--- config.mk ---
export PLATFORM = sky130hd
export DESIGN_NAME = hscf_host
export DESIGN_NICKNAME = d
export VERILOG_FILES = /design/src/hscf_pkg.sv /design/src/hscf_host.sv
export SDC_FILE = /design/constraint.sdc
export NUM_CORES = 1
export LEC_CHECK = 0
export ABC_CLOCK_PERIOD_IN_PS = 7840
export BUFFER_PORTS_ARGS = -buffer_cell sky130_fd_sc_hd__buf_2
export CORE_ASPECT_RATIO = 1.1
export CORE_MARGIN = 3
export CORE_UTILIZATION = 40
export CTS_CLUSTER_DIAMETER = 100
export DETAILED_ROUTE_END_ITERATION = 7
export PLACE_DENSITY_LB_ADDON = 0.1
export RECOVER_POWER = 50
export SLEW_MARGIN = 20
export SYNTH_ARGS = -nofsm -noshare
export SYNTH_HDL_FRONTEND = slang
export SYNTH_SLANG_ARGS = --single-unit
--- constraint.sdc ---
create_clock -name clk -period 7.84 [get_ports clk]
set_input_delay 0.392 -clock clk [delete_from_list [all_inputs] [get_ports clk]]
set_output_delay 0.392 -clock clk [all_outputs]
set_load 0.02 [all_outputs]
--- src/hscf_pkg.sv ---
// Constants and types for the host serial command framer
// Notes on behaviour
// - Byte: start, eight data, stop, 9600 baud
// - Lowest byte and lowest bit go first
// - Fixed STX, ETX, ACK, NAK character codes
// - No answer in 20 ms: resend or fail
// - Host starts command block within 45 ms
// - Host gaps between command bytes below 15 ms
// - Byte heard while sending: stop, wait, restart
// - Host ends block with ETX, then waits
// - Module sends STX; host answers ACK
// - Block: sequence, code, length, payload, checksum
// - Sequence steps after success; module echoes it
// - Command code is one byte, eight operations
// - Command payload length is zero to three
// - Checksum is XOR of all preceding bytes
package hscf_pkg;
    localparam int CLK_HZ = 125_000_000;
    localparam int BAUD = 9600;
    localparam int BAUD_DIV = CLK_HZ / BAUD;
    localparam int CYC_PER_MS = CLK_HZ / 1000;
    localparam int T_HS_MS = 20;
    localparam int T_BLK_MS = 45;
    localparam int T_GAP_MS = 15;
    localparam int T_RES_MS = 150;
    localparam int T_HS_CYC = T_HS_MS * CYC_PER_MS;
    localparam int T_BLK_CYC = T_BLK_MS * CYC_PER_MS;
    localparam int T_GAP_CYC = T_GAP_MS * CYC_PER_MS;
    localparam int T_RES_CYC = T_RES_MS * CYC_PER_MS;
    localparam int TMR_W = 25;
    localparam int BAUD_W = 14;
    localparam logic [3:0] LAST_BIT = 4'h9;
    localparam logic [1:0] RETRY_MAX = 2'h3;
    localparam logic [7:0] CH_STX = 8'h02;
    localparam logic [7:0] CH_ETX = 8'h03;
    localparam logic [7:0] CH_ACK = 8'h06;
    localparam logic [7:0] CH_NAK = 8'h15;
    localparam logic [2:0] POS_SEQ = 3'h0;
    localparam logic [2:0] POS_CODE = 3'h1;
    localparam logic [2:0] POS_LEN = 3'h2;
    localparam logic [2:0] POS_PAY = 3'h3;
    localparam logic [7:0] RSP_LEN_MAX = 8'h02;
    localparam logic [7:0] SEQ_RST = 8'h00;
    localparam logic [1:0] LINK_OK = 2'h0;
    localparam logic [1:0] LINK_NOANS = 2'h1;
    localparam logic [1:0] LINK_BAD = 2'h2;
    typedef enum logic [8:0] {
        S_IDLE = 9'h001,
        S_STX = 9'h002,
        S_WACK = 9'h004,
        S_BLK = 9'h008,
        S_BACK = 9'h010,
        S_WRES = 9'h020,
        S_RACK = 9'h040,
        S_RBLK = 9'h080,
        S_PUSH = 9'h100
    } hscf_state_e;
    typedef struct packed {
        logic [7:0] code;
        logic [1:0] len;
        logic [2:0][7:0] data;
    } hscf_cmd_s;
    typedef struct packed {
        logic [1:0] link;
        logic [7:0] seq;
        logic [7:0] status;
        logic [1:0] len;
        logic [1:0][7:0] data;
    } hscf_resp_s;
endpackage
--- src/hscf_host.sv ---
// Host controller: frames commands to the module and collects its responses
`timescale 1ns/1ps
`default_nettype none
module hscf_host #(
    parameter int BAUD_DIV_P = hscf_pkg::BAUD_DIV,
    parameter int T_HS_P = hscf_pkg::T_HS_CYC,
    parameter int T_BLK_P = hscf_pkg::T_BLK_CYC,
    parameter int T_GAP_P = hscf_pkg::T_GAP_CYC,
    parameter int T_RES_P = hscf_pkg::T_RES_CYC
) (
    input wire logic clk,
    input wire logic arst_n,
    input wire logic rxd,
    output logic txd,
    input wire logic cmd_valid,
    output logic cmd_ready,
    input wire hscf_pkg::hscf_cmd_s cmd,
    output logic resp_valid,
    input wire logic resp_ready,
    output var hscf_pkg::hscf_resp_s resp,
    output logic busy
);
    localparam int TW = hscf_pkg::TMR_W;
    localparam int BW = hscf_pkg::BAUD_W;
    localparam logic [BW-1:0] DIVM1_L = BW'(BAUD_DIV_P - 1);
    localparam logic [BW-1:0] HALF_L = BW'(BAUD_DIV_P / 2);
    localparam logic [TW-1:0] HS_L = TW'(T_HS_P);
    localparam logic [TW-1:0] BLK_L = TW'(T_BLK_P);
    localparam logic [TW-1:0] GAP_L = TW'(T_GAP_P);
    localparam logic [TW-1:0] RES_L = TW'(T_RES_P);

    hscf_pkg::hscf_state_e state_r, state_nxt;
    hscf_pkg::hscf_cmd_s cmd_r;
    hscf_pkg::hscf_resp_s rs_r, out_r, spare_r;
    logic [TW-1:0] tmr_r, lim;
    logic [2:0] idx_r, pay_end, etx_pos, rpe;
    logic [1:0] retry_r, pay_idx;
    logic [7:0] seq_r, xor_r, rxor_r, blk_byte, tx_val, exp_chk;
    logic err_r, tx_go, tmr_hit, tmr_clr, last_try, fin_ok, rx_fin;
    logic out_v_r, spare_v_r, push, pop, cmd_ready_r, busy_r;
    logic rx_s1, rx_s2, rx_s3, rx_lvl_r, rx_busy_r, rx_stb_r;
    logic [BW-1:0] rx_cnt_r, tx_cnt_r;
    logic [3:0] rx_bit_r, tx_bit_r;
    logic [7:0] rx_sh_r, rx_dat_r;
    logic tx_busy_r, txd_r;
    logic [8:0] tx_sh_r;
    logic rx_ack, rx_nak, rx_stx;

    assign txd = txd_r;
    assign cmd_ready = cmd_ready_r;
    assign busy = busy_r;
    assign resp_valid = out_v_r;
    assign resp = out_r;

    // Rx pin: three stages, level accepted once stages two and three agree
    always_ff @(posedge clk or negedge arst_n)
    begin
        if (!arst_n)
        begin
            rx_s1 <= 1'b1;
            rx_s2 <= 1'b1;
            rx_s3 <= 1'b1;
            rx_lvl_r <= 1'b1;
        end
        else
        begin
            rx_s1 <= rxd;
            rx_s2 <= rx_s1;
            rx_s3 <= rx_s2;
            if (rx_s2 == rx_s3)
                rx_lvl_r <= rx_s3;
        end
    end

    // Receiver samples mid-bit; a start that is gone at mid-bit is a glitch
    always_ff @(posedge clk or negedge arst_n)
    begin
        if (!arst_n)
        begin
            rx_busy_r <= 1'b0;
            rx_stb_r <= 1'b0;
            rx_cnt_r <= '0;
            rx_bit_r <= 4'h0;
            rx_sh_r <= 8'h00;
            rx_dat_r <= 8'h00;
        end
        else
        begin
            rx_stb_r <= 1'b0;
            if (!rx_busy_r)
            begin
                if (!rx_lvl_r)
                begin
                    rx_busy_r <= 1'b1;
                    rx_cnt_r <= HALF_L;
                    rx_bit_r <= 4'h0;
                end
            end
            else if (rx_cnt_r != '0)
                rx_cnt_r <= rx_cnt_r - 1'b1;
            else
            begin
                rx_cnt_r <= DIVM1_L;
                rx_bit_r <= rx_bit_r + 4'h1;
                if (rx_bit_r == 4'h0 && rx_lvl_r)
                    rx_busy_r <= 1'b0;
                else if (rx_bit_r == hscf_pkg::LAST_BIT)
                begin
                    rx_busy_r <= 1'b0;
                    rx_stb_r <= rx_lvl_r;
                    rx_dat_r <= rx_sh_r;
                end
                else if (rx_bit_r != 4'h0)
                    rx_sh_r <= {rx_lvl_r, rx_sh_r[7:1]};
            end
        end
    end

    // Transmitter: start bit on load, then data lowest bit first, then stop
    always_ff @(posedge clk or negedge arst_n)
    begin
        if (!arst_n)
        begin
            tx_busy_r <= 1'b0;
            txd_r <= 1'b1;
            tx_cnt_r <= '0;
            tx_bit_r <= 4'h0;
            tx_sh_r <= 9'h1FF;
        end
        else if (!tx_busy_r)
        begin
            if (tx_go)
            begin
                tx_busy_r <= 1'b1;
                txd_r <= 1'b0;
                tx_cnt_r <= DIVM1_L;
                tx_bit_r <= 4'h0;
                tx_sh_r <= {1'b1, tx_val};
            end
        end
        else if (tx_cnt_r != '0)
            tx_cnt_r <= tx_cnt_r - 1'b1;
        else if (tx_bit_r == hscf_pkg::LAST_BIT)
            tx_busy_r <= 1'b0;
        else
        begin
            txd_r <= tx_sh_r[0];
            tx_sh_r <= {1'b1, tx_sh_r[8:1]};
            tx_bit_r <= tx_bit_r + 4'h1;
            tx_cnt_r <= DIVM1_L;
        end
    end

    a_start_bit: assert property (@(posedge clk) disable iff (!arst_n)
        tx_go && !tx_busy_r |=> !txd_r && tx_busy_r)
        else $error("start bit not driven on load");
    a_stop_level: assert property (@(posedge clk) disable iff (!arst_n)
        $fell(tx_busy_r) |-> txd_r && $past(txd_r))
        else $error("frame ended without stop level");

    assign rx_ack = rx_stb_r && rx_dat_r == hscf_pkg::CH_ACK;
    assign rx_nak = rx_stb_r && rx_dat_r == hscf_pkg::CH_NAK;
    assign rx_stx = rx_stb_r && rx_dat_r == hscf_pkg::CH_STX;

    // Block layout, checksum closes the block and ETX ends it
    assign pay_end = hscf_pkg::POS_PAY + {1'b0, cmd_r.len};
    assign etx_pos = pay_end + 3'h1;
    assign pay_idx = 2'(idx_r - hscf_pkg::POS_PAY);
    assign blk_byte = (idx_r == hscf_pkg::POS_SEQ) ? seq_r :
        (idx_r == hscf_pkg::POS_CODE) ? cmd_r.code :
        (idx_r == hscf_pkg::POS_LEN) ? {6'h00, cmd_r.len} :
        (idx_r < pay_end) ? cmd_r.data[pay_idx] :
        (idx_r == pay_end) ? xor_r : hscf_pkg::CH_ETX;
    assign exp_chk = seq_r ^ cmd_r.code ^ {6'h00, cmd_r.len} ^
        ((cmd_r.len > 2'h0) ? cmd_r.data[0] : 8'h00) ^
        ((cmd_r.len > 2'h1) ? cmd_r.data[1] : 8'h00) ^
        ((cmd_r.len > 2'h2) ? cmd_r.data[2] : 8'h00);

    // One timer serves every wait; its limit follows the state
    assign lim = (state_r == hscf_pkg::S_WACK) ? HS_L :
        (state_r == hscf_pkg::S_WRES) ? RES_L :
        (state_r == hscf_pkg::S_RBLK && idx_r == 3'h0) ? BLK_L : GAP_L;
    assign tmr_hit = tmr_r >= lim;
    // Held while our own byte is on the wire, so waits start after it
    assign tmr_clr = state_nxt != state_r || tx_busy_r ||
        state_r == hscf_pkg::S_IDLE || (state_r == hscf_pkg::S_RBLK && rx_stb_r);
    assign last_try = retry_r == hscf_pkg::RETRY_MAX;

    assign rpe = hscf_pkg::POS_PAY + {1'b0, rs_r.len};
    assign rx_fin = rx_stb_r && state_r == hscf_pkg::S_RBLK && idx_r == rpe + 3'h1;
    assign fin_ok = rx_dat_r == hscf_pkg::CH_ETX && rxor_r == 8'h00 && !err_r &&
        rs_r.seq == seq_r && (rs_r.status == 8'h00 || rs_r.len == 2'h0);

    always_comb
    begin
        state_nxt = state_r;
        tx_go = 1'b0;
        tx_val = blk_byte;
        unique case (state_r)
            hscf_pkg::S_IDLE:
                if (cmd_valid)
                    state_nxt = hscf_pkg::S_STX;
            hscf_pkg::S_STX:
                if (!tx_busy_r)
                begin
                    tx_go = 1'b1;
                    tx_val = hscf_pkg::CH_STX;
                    state_nxt = hscf_pkg::S_WACK;
                end
            hscf_pkg::S_WACK:
                if (rx_ack)
                    state_nxt = hscf_pkg::S_BLK;
                else if (rx_nak || tmr_hit)
                    state_nxt = last_try ? hscf_pkg::S_PUSH : hscf_pkg::S_STX;
            hscf_pkg::S_BLK:
                if (rx_stb_r)
                    state_nxt = hscf_pkg::S_BACK;
                else if (!tx_busy_r)
                begin
                    // Back to back bytes keep well inside the gap limit
                    tx_go = 1'b1;
                    if (idx_r == etx_pos)
                        state_nxt = hscf_pkg::S_WRES;
                end
            hscf_pkg::S_BACK:
                if (tmr_hit)
                    state_nxt = last_try ? hscf_pkg::S_PUSH : hscf_pkg::S_STX;
            hscf_pkg::S_WRES:
                if (rx_stx)
                    state_nxt = hscf_pkg::S_RACK;
                else if (tmr_hit)
                    state_nxt = hscf_pkg::S_PUSH;
            hscf_pkg::S_RACK:
                if (!tx_busy_r)
                begin
                    tx_go = 1'b1;
                    tx_val = hscf_pkg::CH_ACK;
                    state_nxt = hscf_pkg::S_RBLK;
                end
            hscf_pkg::S_RBLK:
                if (rx_fin || tmr_hit)
                    state_nxt = hscf_pkg::S_PUSH;
            hscf_pkg::S_PUSH:
                if (!spare_v_r)
                    state_nxt = hscf_pkg::S_IDLE;
            default:
                state_nxt = hscf_pkg::S_IDLE;
        endcase
    end

    always_ff @(posedge clk or negedge arst_n)
    begin
        if (!arst_n)
        begin
            state_r <= hscf_pkg::S_IDLE;
            tmr_r <= '0;
            cmd_ready_r <= 1'b0;
            busy_r <= 1'b0;
        end
        else
        begin
            state_r <= state_nxt;
            tmr_r <= tmr_clr ? '0 : tmr_r + 1'b1;
            cmd_ready_r <= state_nxt == hscf_pkg::S_IDLE;
            busy_r <= state_nxt != hscf_pkg::S_IDLE;
        end
    end

    // Command side: retries, block index, running checksum, sequence
    always_ff @(posedge clk or negedge arst_n)
    begin
        if (!arst_n)
        begin
            cmd_r <= '0;
            retry_r <= 2'h0;
            idx_r <= 3'h0;
            xor_r <= 8'h00;
            seq_r <= hscf_pkg::SEQ_RST;
        end
        else
        begin
            if (state_r == hscf_pkg::S_IDLE && cmd_valid)
            begin
                cmd_r <= cmd;
                retry_r <= 2'h0;
            end
            if (state_r != hscf_pkg::S_STX && state_nxt == hscf_pkg::S_STX && state_r != hscf_pkg::S_IDLE)
                retry_r <= retry_r + 2'h1;
            if ((state_nxt == hscf_pkg::S_BLK && state_r != hscf_pkg::S_BLK) ||
                (state_nxt == hscf_pkg::S_RBLK && state_r != hscf_pkg::S_RBLK))
            begin
                idx_r <= 3'h0;
                xor_r <= 8'h00;
            end
            else if ((state_r == hscf_pkg::S_BLK && tx_go) || (state_r == hscf_pkg::S_RBLK && rx_stb_r))
                idx_r <= idx_r + 3'h1;
            if (state_r == hscf_pkg::S_BLK && tx_go && idx_r < pay_end)
                xor_r <= xor_r ^ tx_val;
            if (push && rs_r.link == hscf_pkg::LINK_OK)
                seq_r <= seq_r + 8'h01;
        end
    end

    // Response side: fields by position, checksum over all bytes before ETX to zero
    always_ff @(posedge clk or negedge arst_n)
    begin
        if (!arst_n)
        begin
            rs_r <= '0;
            rxor_r <= 8'h00;
            err_r <= 1'b0;
        end
        else if (state_r == hscf_pkg::S_RACK)
        begin
            rxor_r <= 8'h00;
            err_r <= 1'b0;
            rs_r <= '0;
        end
        else if (state_r == hscf_pkg::S_RBLK && rx_stb_r && !rx_fin)
        begin
            rxor_r <= rxor_r ^ rx_dat_r;
            if (idx_r == hscf_pkg::POS_SEQ)
                rs_r.seq <= rx_dat_r;
            else if (idx_r == hscf_pkg::POS_CODE)
                rs_r.status <= rx_dat_r;
            else if (idx_r == hscf_pkg::POS_LEN)
            begin
                // Oversized length is flagged and read as zero to keep framing
                err_r <= rx_dat_r > hscf_pkg::RSP_LEN_MAX;
                rs_r.len <= (rx_dat_r > hscf_pkg::RSP_LEN_MAX) ? 2'h0 : rx_dat_r[1:0];
            end
            else if (idx_r < rpe)
                rs_r.data[1'(idx_r - hscf_pkg::POS_PAY)] <= rx_dat_r;
        end
        else if (state_nxt == hscf_pkg::S_PUSH && state_r != hscf_pkg::S_PUSH)
            rs_r.link <= (state_r != hscf_pkg::S_RBLK) ? hscf_pkg::LINK_NOANS :
                (rx_fin && fin_ok) ? hscf_pkg::LINK_OK : hscf_pkg::LINK_BAD;
    end

    // Two-entry buffer; a full buffer holds the machine in its push state
    assign push = state_r == hscf_pkg::S_PUSH && !spare_v_r;
    assign pop = out_v_r && resp_ready;
    always_ff @(posedge clk or negedge arst_n)
    begin
        if (!arst_n)
        begin
            out_v_r <= 1'b0;
            spare_v_r <= 1'b0;
            out_r <= '0;
            spare_r <= '0;
        end
        else if (pop)
        begin
            if (spare_v_r)
            begin
                out_r <= spare_r;
                spare_v_r <= 1'b0;
            end
            else if (push)
                out_r <= rs_r;
            else
                out_v_r <= 1'b0;
        end
        else if (push)
        begin
            if (!out_v_r)
            begin
                out_r <= rs_r;
                out_v_r <= 1'b1;
            end
            else
            begin
                spare_r <= rs_r;
                spare_v_r <= 1'b1;
            end
        end
    end

    a_stx_opens: assert property (@(posedge clk) disable iff (!arst_n)
        $rose(state_r == hscf_pkg::S_WACK) |-> $past(tx_val) == hscf_pkg::CH_STX && tx_busy_r)
        else $error("handshake not opened with STX");
    a_ack_wait: assert property (@(posedge clk) disable iff (!arst_n)
        state_r == hscf_pkg::S_WACK |-> tmr_r <= HS_L)
        else $error("handshake wait overran its limit");
    a_blk_prompt: assert property (@(posedge clk) disable iff (!arst_n)
        $rose(state_r == hscf_pkg::S_BLK) && !tx_busy_r |-> ##[1:2] tx_busy_r)
        else $error("command block not started promptly");
    a_len_field: assert property (@(posedge clk) disable iff (!arst_n)
        state_r == hscf_pkg::S_BLK && tx_go && idx_r == hscf_pkg::POS_LEN |-> tx_val <= 8'h03)
        else $error("length byte out of range");
    a_chk_byte: assert property (@(posedge clk) disable iff (!arst_n)
        state_r == hscf_pkg::S_BLK && tx_go && idx_r == pay_end |-> tx_val == exp_chk)
        else $error("checksum byte wrong");
    a_sync_abort: assert property (@(posedge clk) disable iff (!arst_n)
        state_r == hscf_pkg::S_BLK && rx_stb_r |=> state_r == hscf_pkg::S_BACK ##1 !tx_go)
        else $error("byte during block did not abort");
    a_etx_last: assert property (@(posedge clk) disable iff (!arst_n)
        state_r == hscf_pkg::S_BLK && state_nxt == hscf_pkg::S_WRES |-> tx_go && tx_val == hscf_pkg::CH_ETX)
        else $error("block not closed by ETX");
    a_ack_reply: assert property (@(posedge clk) disable iff (!arst_n)
        state_r == hscf_pkg::S_WRES && rx_stx |=> state_r == hscf_pkg::S_RACK)
        else $error("module STX not answered with ACK");
    // The wait for a free line is bounded by the transmitter's own frame
    a_ack_load: assert property (@(posedge clk) disable iff (!arst_n)
        state_r == hscf_pkg::S_RACK |-> tx_busy_r || (tx_go && tx_val == hscf_pkg::CH_ACK))
        else $error("ACK not loaded once the line is free");
    a_seq_step: assert property (@(posedge clk) disable iff (!arst_n)
        push && rs_r.link == hscf_pkg::LINK_OK |=> seq_r == $past(seq_r) + 8'h01)
        else $error("sequence number not stepped");
endmodule
`default_nettype wire

======== Word level (Yosys, flattened, before mapping) ========
Index checks and enable logic that the tools add are counted.
Widths: inputs -> output; s select.
cells by class
  $add $sub $neg .......................... 13
  magnitude comparators ................... 7
  equality and inequality tests ........... 47
  mux-type cells .......................... 109
  bitwise logic cells ..................... 6
  reductions and logical operators ........ 73
operators by type and width
  kind                   number
  $mux 36                6
  $mux 9                 18
  $mux 8                 15
  $mux 14                7
  $pmux 9 s9             1
  $mux 25                3
  $mux 34                1
  $mux 16                2
  $mux 1                 31
  $mux 4                 7
  $reduce_bool 14->1     2
  $sub 14x1->14 const B  2
  $mux 26                1
  $reduce_bool 2->1      13
  $add 25x1->25 const B  1
  $ge 25x25->1           1
  $logic_and 1x1->1      25
  $mux 23                1
  $eq 9x1->1 const B     2
  $eq 9x2->1 const B     2
  $eq 9x4->1 const B     2
  $eq 9x8->1 const B     2
  $eq 9x9->1 const B     2
  $mux 18                1
  other kinds (55)       107
word-level totals
  flip-flop bits (word level) ............. 279
  output and inout port bits .............. 40
  logic and storage cells ................. 305

======== Depth between registers and ports, before layout ========
Gate-level depths: netlist (run 1).
  depth after elaboration ................. 15
  depth in mapped cells ................... 17

======== Worst setup path after synthesis (run 1) ========
Ideal clock, no wire load.
  path type ............................... register -> register
  start ................................... register state_r[4]
  end ..................................... register tmr_r[5]
  data arrival time ....................... 3931 ps
  path slack .............................. 3775 ps
  stages on the path, launching flop included .. 14
  buffers on the path ..................... 2
  cells stage by stage .................... dfrtp_1 -> buf_6 -> or4_4 -> nor4_1 -> nand2_1 -> ha_1 -> nand4b_1 -> nor4_1 -> nand2_1 -> o211ai_1 -> o21ai_1 -> a21oi_1 -> buf_2 -> nor3_1
between the ends
  word-level cells in the longest chain between the ends .. 15
  elaborated cells between the ends (all ways) .. 37
  classes of those cells .................. 1 x order compare; 10 x eq/ne; 18 x mux; 8 x reduce/logical
RTL lines
  what                           line              source
  start: declaration             hscf_host.sv:32   hscf_pkg::hscf_state_e state_r, state_nxt;
  start signal: assignment       hscf_host.sv:255  state_r <= hscf_pkg::S_IDLE;
  start signal: assignment       hscf_host.sv:262  state_r <= state_nxt;
  $eq 9x8->1                     --
  $logic_and 1x1->1              hscf_host.sv:182  (state_r == hscf_pkg::S_RBLK && idx_r == 3'h0) ? BLK_L : GAP_L;
  $mux 23                        hscf_host.sv:182
  $mux 25                        hscf_host.sv:181  (state_r == hscf_pkg::S_WRES) ? RES_L :
  $mux 25                        hscf_host.sv:180  assign lim = (state_r == hscf_pkg::S_WACK) ? HS_L :
  $ge 25x25->1                   hscf_host.sv:183  assign tmr_hit = tmr_r >= lim;
  $logic_or 1x1->1               hscf_host.sv:213  else if (rx_nak || tmr_hit)
  $mux 9                         hscf_host.sv:213
  $mux 9                         hscf_host.sv:211  if (rx_ack)
  $pmux 9 s9                     hscf_host.sv:199  unique case (state_r)
  $ne 9x9->1                     hscf_host.sv:185  assign tmr_clr = state_nxt != state_r || tx_busy_r ||
  $logic_or 1x1->1 (2 in a row)  hscf_host.sv:185
  $logic_or 1x1->1 (*)           hscf_host.sv:186  state_r == hscf_pkg::S_IDLE || (state_r == hscf_pkg::S_RBLK && rx_stb_r);
  $mux 25 (*)                    hscf_host.sv:263  tmr_r <= tmr_clr ? '0 : tmr_r + 1'b1;
  end signal: assignment         hscf_host.sv:263
  end: declaration               hscf_host.sv:35   logic [TW-1:0] tmr_r, lim;
Mark *: on every way between the ends. The rest lies on a longest branch, timed or not.
A chain may end at the register's enable or synchronous reset.

==> summary.txt, run 1 <==
xor/xnor share of the synthesized area: 0.0439
post-detail-place hpwl: 23100 um
Crit Path Category: input port to async pin
Hold Path Stages: 3
r2r setup slk: 2.52 ns
Pleak: 7.57 nW
main combinational cell family by area after synthesis: simple AND/OR/NAND/NOR gates
Critical Path Fanout Max: 164
WP data required: 8.05 ns
# IOs: 79
die height: 204 um
Port Buf Inserts: 78
Yosys top cell area share: 0.465
# setup viols final: 0
fin util: 0.462
DRC viols: 0
Tot GR Track Use: 0.181
unrepaired setup endpoints after global routing: no
FF-to-FF path depth: 11
ranking of synthesized cells by area: dfrtp_1 (46%), nand2_1 (6.1%), mux2i_1 (4.9%), mux2_2 (4.0%), ha_1 (3.7%)
RD Place Congestion: 0.872
clk slew on worst S/H paths: 0.06 ns
status: complete, but fails checks
mux cell area share after synthesis: 0.0897
Syn Nets: 1512
hold violation count in the final report: 0
core area: 34600 um^2
Post-Syn Area: 14200 um^2
Worst setup SP type: input port
most frequent cells in the layout: dfrtp_1 (264), nand2_1 (231), nor2_1 (96)
Routed met1 length: 15900 um
Final Net Count: 1569
share of cells above drive strength 1: 0.131
total grt overflow: 0
WL met3: 1050 um
num rows: 71
failing checks: capacitance limit, slew limit
Synth cell types: 77
Top Metal Used: met4
Final Slew Violations: 233
Tmin final: 5.51 ns
Area Growth Syn to Fin: 12.6%
dpl cells: 1885
FFs w/ async S/R, synth: 1.00
pwr dens: 234 nW/um^2
Final ANT Viol Nets: 0
worst path arrival time: 5.72 ns
CP max stage delay: 2.51 ns
Synth Area in Adders: 0.0377
ant diodes: 0
TritonCTS clock tree: done
CTS buffer count: 31
Most used DFF post-synth: dfrtp_1
fin cells: 1950
DR WL/cell: 17.4 um
drt pass-1 iters: 5
setup TNS: 0 ns
CTS sink cnt: 278
Hold Crit Class: input port to flop
Clock Skews: 0.0313 ns
peak supply drop: 0.165 mV
register area share after synthesis: 0.490
crit-path cells: dlygate4sd3_1, clkbuf_1, clkbuf_4
Critical Path End Type: async pin
die area: 37900 um^2
Setup WS pre-CTS: 2.49 ns
Max Root-Sink Buffers: 3
Max-Cap Viols: 2
vias in the first global route: 10.3k
largest net degree at the start of global routing: 165
initial antenna violation count: 0
Max stage delay cell, worst path: clkbuf_1
DR iter-0 viols: 568
first-pass GRT wire length: 55700 um
Initial Utilization: 0.410
Post-CTS Setup Repair Bufs: 0
commonest non-fill, non-tap cell in the layout: dfrtp_1
Simple-Gate Fraction of Synth Area: 0.199
die extent in x: 186 um
routed vias: 10.5k
DRT Wirelength: 34000 um
cell taking the most area after synthesis: dfrtp_1
met2 WL: 16400 um
Min Hold Slack: 0.0285 ns
period utilization: 0.702
Slew @ Worst Pin: 3.62 ns
Fmax: 182 MHz
CTS H-tree depth: 1
Vias/cell: 5.36
#FFs+latches synth: 278
number of flops mapped to enable cells by yosys: 0
clock latency on the worst-skew pair: 0.59 ns
Synth Area in Compound Gates: 0.106
Syn Area/Cell: 9.94 um^2
Final WS setup: 2.33 ns
synth warn: 0
max-slew headroom at the worst pin: -1.41
Syn Inst Count: 1431
root buf cell: clkbuf_16
## through the flow
stage / total power, mW / cell area (um^2)
2_1_floorplan: 2.14 / 14200
3_3_place_gp: 2.33 / 15000
3_5_place_dp: 2.34 / 15000
4_1_cts: 3.80 / 16100
5_1_grt: 3.96 / 16000
6_report: 3.74 / 16000
## cell type report
cell class,instances,area (um^2)
fillers,3365,18600
flip-flops and latches,278,6970
multi-input cells,1036,6820
clock buffers,49,903
well taps,438,548
repair buffers,97,502
inverters,44,165
clock inverters,8,105
## metal layers
metal | GRT usage | vias up
li1 | - | 5155
met1 | 0.254 | 5091
met2 | 0.299 | 159
met3 | 0.0248 | 46
met4 | 0.0452 | 0
met5 | 0 | -
## cells in the mapped netlist, types with 9 or more instances
master    count
a21oi_1      70
and2_1        9
and3_1       17
clkbuf_1     57
dfrtp_1     264
dfstp_2      14
ha_1         42
inv_1        43
mux2_2       51
mux2i_1      70
nand2_1     232
nand3_1      43
nand4_1      23
nor2_1       96
nor2b_1      14
nor3_1       32
nor3_2       20
nor4_1       15
o211ai_1      9
o21ai_0      75
o31ai_1       9
or3_1        11
xnor2_1      25
xor2_1       41
## worst paths after layout
check / to / startpoint
max reg2reg: tmr_r[5] / state_r[1]
min reg2reg: rx_s2 / rx_s1
max in group clk: tmr_r[5] / state_r[1]
min in group asynchronous: resp[4] / arst_n
max: tmr_r[7] / arst_n
min: cmd_r[32] / cmd[32]
## registers in the layout (all words and copies together) (netlist names), 2 cells and up
name and flops:
tx_cnt_r 14, spare_r 36, retry_r 2, rx_sh_r 8
resp 36, tx_sh_r 8, seq_r 8, idx_r 3
tmr_r 25, rx_dat_r 8, xor_r 8, rxor_r 8
rx_cnt_r 14, rx_bit_r 4, cmd_r 34, tx_bit_r 4
state_r 9, rs_r 36
## cell families after synthesis
| family | Yosys count |
|---|---|
| AOI/OAI and AO/OA | 240 |
| and+or+nand+nor | 564 |
| buffers and inverters | 117 |
| adders and majority gates | 43 |
| DFF | 278 |
| muxes | 121 |
| xor gates and xnor gates | 68 |
## repair_timing
item | in CTS | in global routing
hold buffers | 8 | 0
hold endpoints to repair | 63 | 0
gates resized for setup | 0 | 0
## worst max-delay path, delay by kind of cell
kind	cells	cell delay, ns
buffers and inverters	3	5.09
## power by group
group	switching [mW]	leakage [nW]	internal, mW
logic	0.374	3.38	0.210
registers	0.115	3.69	1.60
clock network	0.586	0.497	0.854
Note: power is estimated with default switching activity, not from simulation.
==> run 2: changes to the inputs <==
ABC_CLOCK_PERIOD_IN_PS = 5500   (was 7840)
clock period = 5.5 ns   (was 7.84 ns; I/O delays follow)
==> run 2 against run 1 <==
The flow still finishes with violations (capacitance limit, slew limit). Highest routed layer unchanged. Setup slack lost 1.3 ns. Cell area grew 2.6%. Critical endpoint is now tmr_r[24]. Largest cell class unchanged. Sequential power grew 42%.
==> summary.txt, run 2 (same netlist as run 1, synthesis figures left out) <==
status: complete, but fails checks
failing checks: capacitance limit, slew limit
RD Place Congestion: 0.875
Max Root-Sink Buffers: 3
FF/Latch Area: 6980 um^2
die area: 37900 um^2
power after layout: 5.57 mW
Power Internal: 3.99 mW
sw frac: 0.283
Worst setup SP type: flop
Comb power frac: 0.154
commonest non-fill, non-tap cell in the layout: dfrtp_1
die extent in x: 186 um
ant diodes: 0
unrepaired setup endpoints after global routing: no
CTS sink cnt: 278
# IOs: 79
fin area: 16400 um^2
Area Growth Syn to Fin: 15.6%
clk slew on worst S/H paths: 0.06 ns
Pleak: 7.76 nW
num rows: 71
Top Metal Used: met4
Multi-input gate area: 6810 um^2
Routed met1 length: 16200 um
TritonCTS clock tree: done
Final ANT Viol Nets: 0
crit-path cells: inv_1, ha_1, nor2b_1, nand2_1, nand2_1, ha_1, nand4_1, nor4_1, nand2_1, o211ai_1, a211oi_1, o2111ai_4, buf_4, nor3_1
Fmax: 225 MHz
Hold Crit Class: input port to flop
total grt overflow: 0
Max stage delay cell, worst path: dfrtp_1
CTS buffer count: 34
Critical Path Fanout Max: 25
die height: 204 um
share of cells above drive strength 1: 0.135
routed vias: 10.6k
Fillers: 3296
most frequent cells in the layout: dfrtp_1 (263), nand2_1 (231), nor2_1 (96)
pwr dens: 339 nW/um^2
CP max stage delay: 0.78 ns
peak supply drop: 0.209 mV
Port Buf Inserts: 78
post-detail-place hpwl: 23200 um
hold violation count in the final report: 0
root buf cell: clkbuf_16
Final Slew Violations: 189
drt pass-1 iters: 5
CTS H-tree depth: 2
Slew @ Worst Pin: 3.34 ns
Initial Utilization: 0.410
Cell Area, Placed: 15000 um^2
Vias/cell: 5.36
sequential power share: 0.440
met2 WL: 16700 um
first-pass GRT wire length: 57700 um
Crit Path Category: flop to flop
# setup viols final: 0
vias in the first global route: 10.9k
WL met3: 1160 um
setup TNS: 0 ns
period utilization: 0.808
max-slew headroom at the worst pin: -1.23
Worst path most repeated cell: nand2_1
Final Net Count: 1602
DRC viols: 0
DR iter-0 viols: 555
Tmin final: 4.44 ns
DR WL/cell: 17.5 um
Tot GR Track Use: 0.187
Clk pwr share: 0.406
clock latency on the worst-skew pair: 0.51 ns
Clock Skews: 0.0243 ns
largest net degree at the start of global routing: 132
worst path arrival time: 4.82 ns
initial antenna violation count: 0
Critical Path End Type: flop
Max-Cap Viols: 2
core area: 34600 um^2
WP data required: 5.88 ns
DRT Wirelength: 34700 um
Switching Power: 1.58 mW
run 2: changes by cell type in the layout (fill, tap and decap cells not counted), moves of 2 or more:
cell,change
nor3_1,+2
nor3_2,-2
clkbuf_16,+4
dlygate4sd3_1,+28
clkbuf_1,-6
clkinvlp_4,+2
clkinv_2,+3
run 2: metrics by stage:
step	setup WS, ns	hold WS, ns	util	cells
after CTS	0.991	0.0174	0.476	1984
after detailed placement	0.998	0.347	0.433	1887
after floorplan	1.43	-0.0206	-	1431
after global placement	1.06	0.345	0.433	1887
after global routing	0.419	0.0439	0.474	1984
final	1.06	0.0283	0.474	1984
run 2: layout make-up:
class                           count  share of cell area
Sequential cell                   278               0.424
Multi-Input combinational cell   1036               0.414
Tap cell                          438              0.0333
Clock buffer                       47              0.0597
Inverter                           44              0.0101
Timing Repair Buffer              127              0.0488
Clock inverter                     14             0.00937
run 2: worst paths after layout:
check,from,end,slack (ns),depth (start not counted)
setup / recovery,idx_r[0],tmr_r[24],1.06,14
setup reg to reg,idx_r[0],tmr_r[24],1.06,14
min in group asynchronous,arst_n,resp[3],0.34,2
hold / removal,cmd[24],cmd_r[24],0.03,3
max in group asynchronous,arst_n,rx_busy_r,1.28,3
hold reg to reg,rx_s1,rx_s2,0.36,0
run 2: power groups by stage:
stage	sequential [mW]	clock, mW	combinational [mW]
finish	2.45	2.26	0.855
global route	2.48	2.42	0.977
CTS	2.45	2.33	0.877
detailed placement	2.49	0	0.855
global placement	2.48	0	0.841
floorplan	2.44	0	0.608
run 2: what timing repair did:
action / CTS / global route
gates resized for setup: 0 / 0
setup buffers: 0 / 0
hold buffers: 36 / 0
endpoints found under the hold margin: 117 / 0
run 2: metal layers:
metal  global-route usage  vias to the layer above
li1                     -                     5229
met1                0.254                     5181
met2                0.316                      162
met3               0.0268                       57
met4               0.0466                        0
met5                    0                        -
run 2: worst max-delay path, delay by kind of cell (launching register included):
kind,cells,cell delay (ns)
buffers and inverters,2,0.63
AND/OR/NAND/NOR,7,1.31
flip-flops,1,0.78
AO/OA/AOI/OAI,3,0.94
adder cells (fa/ha/maj),2,0.62
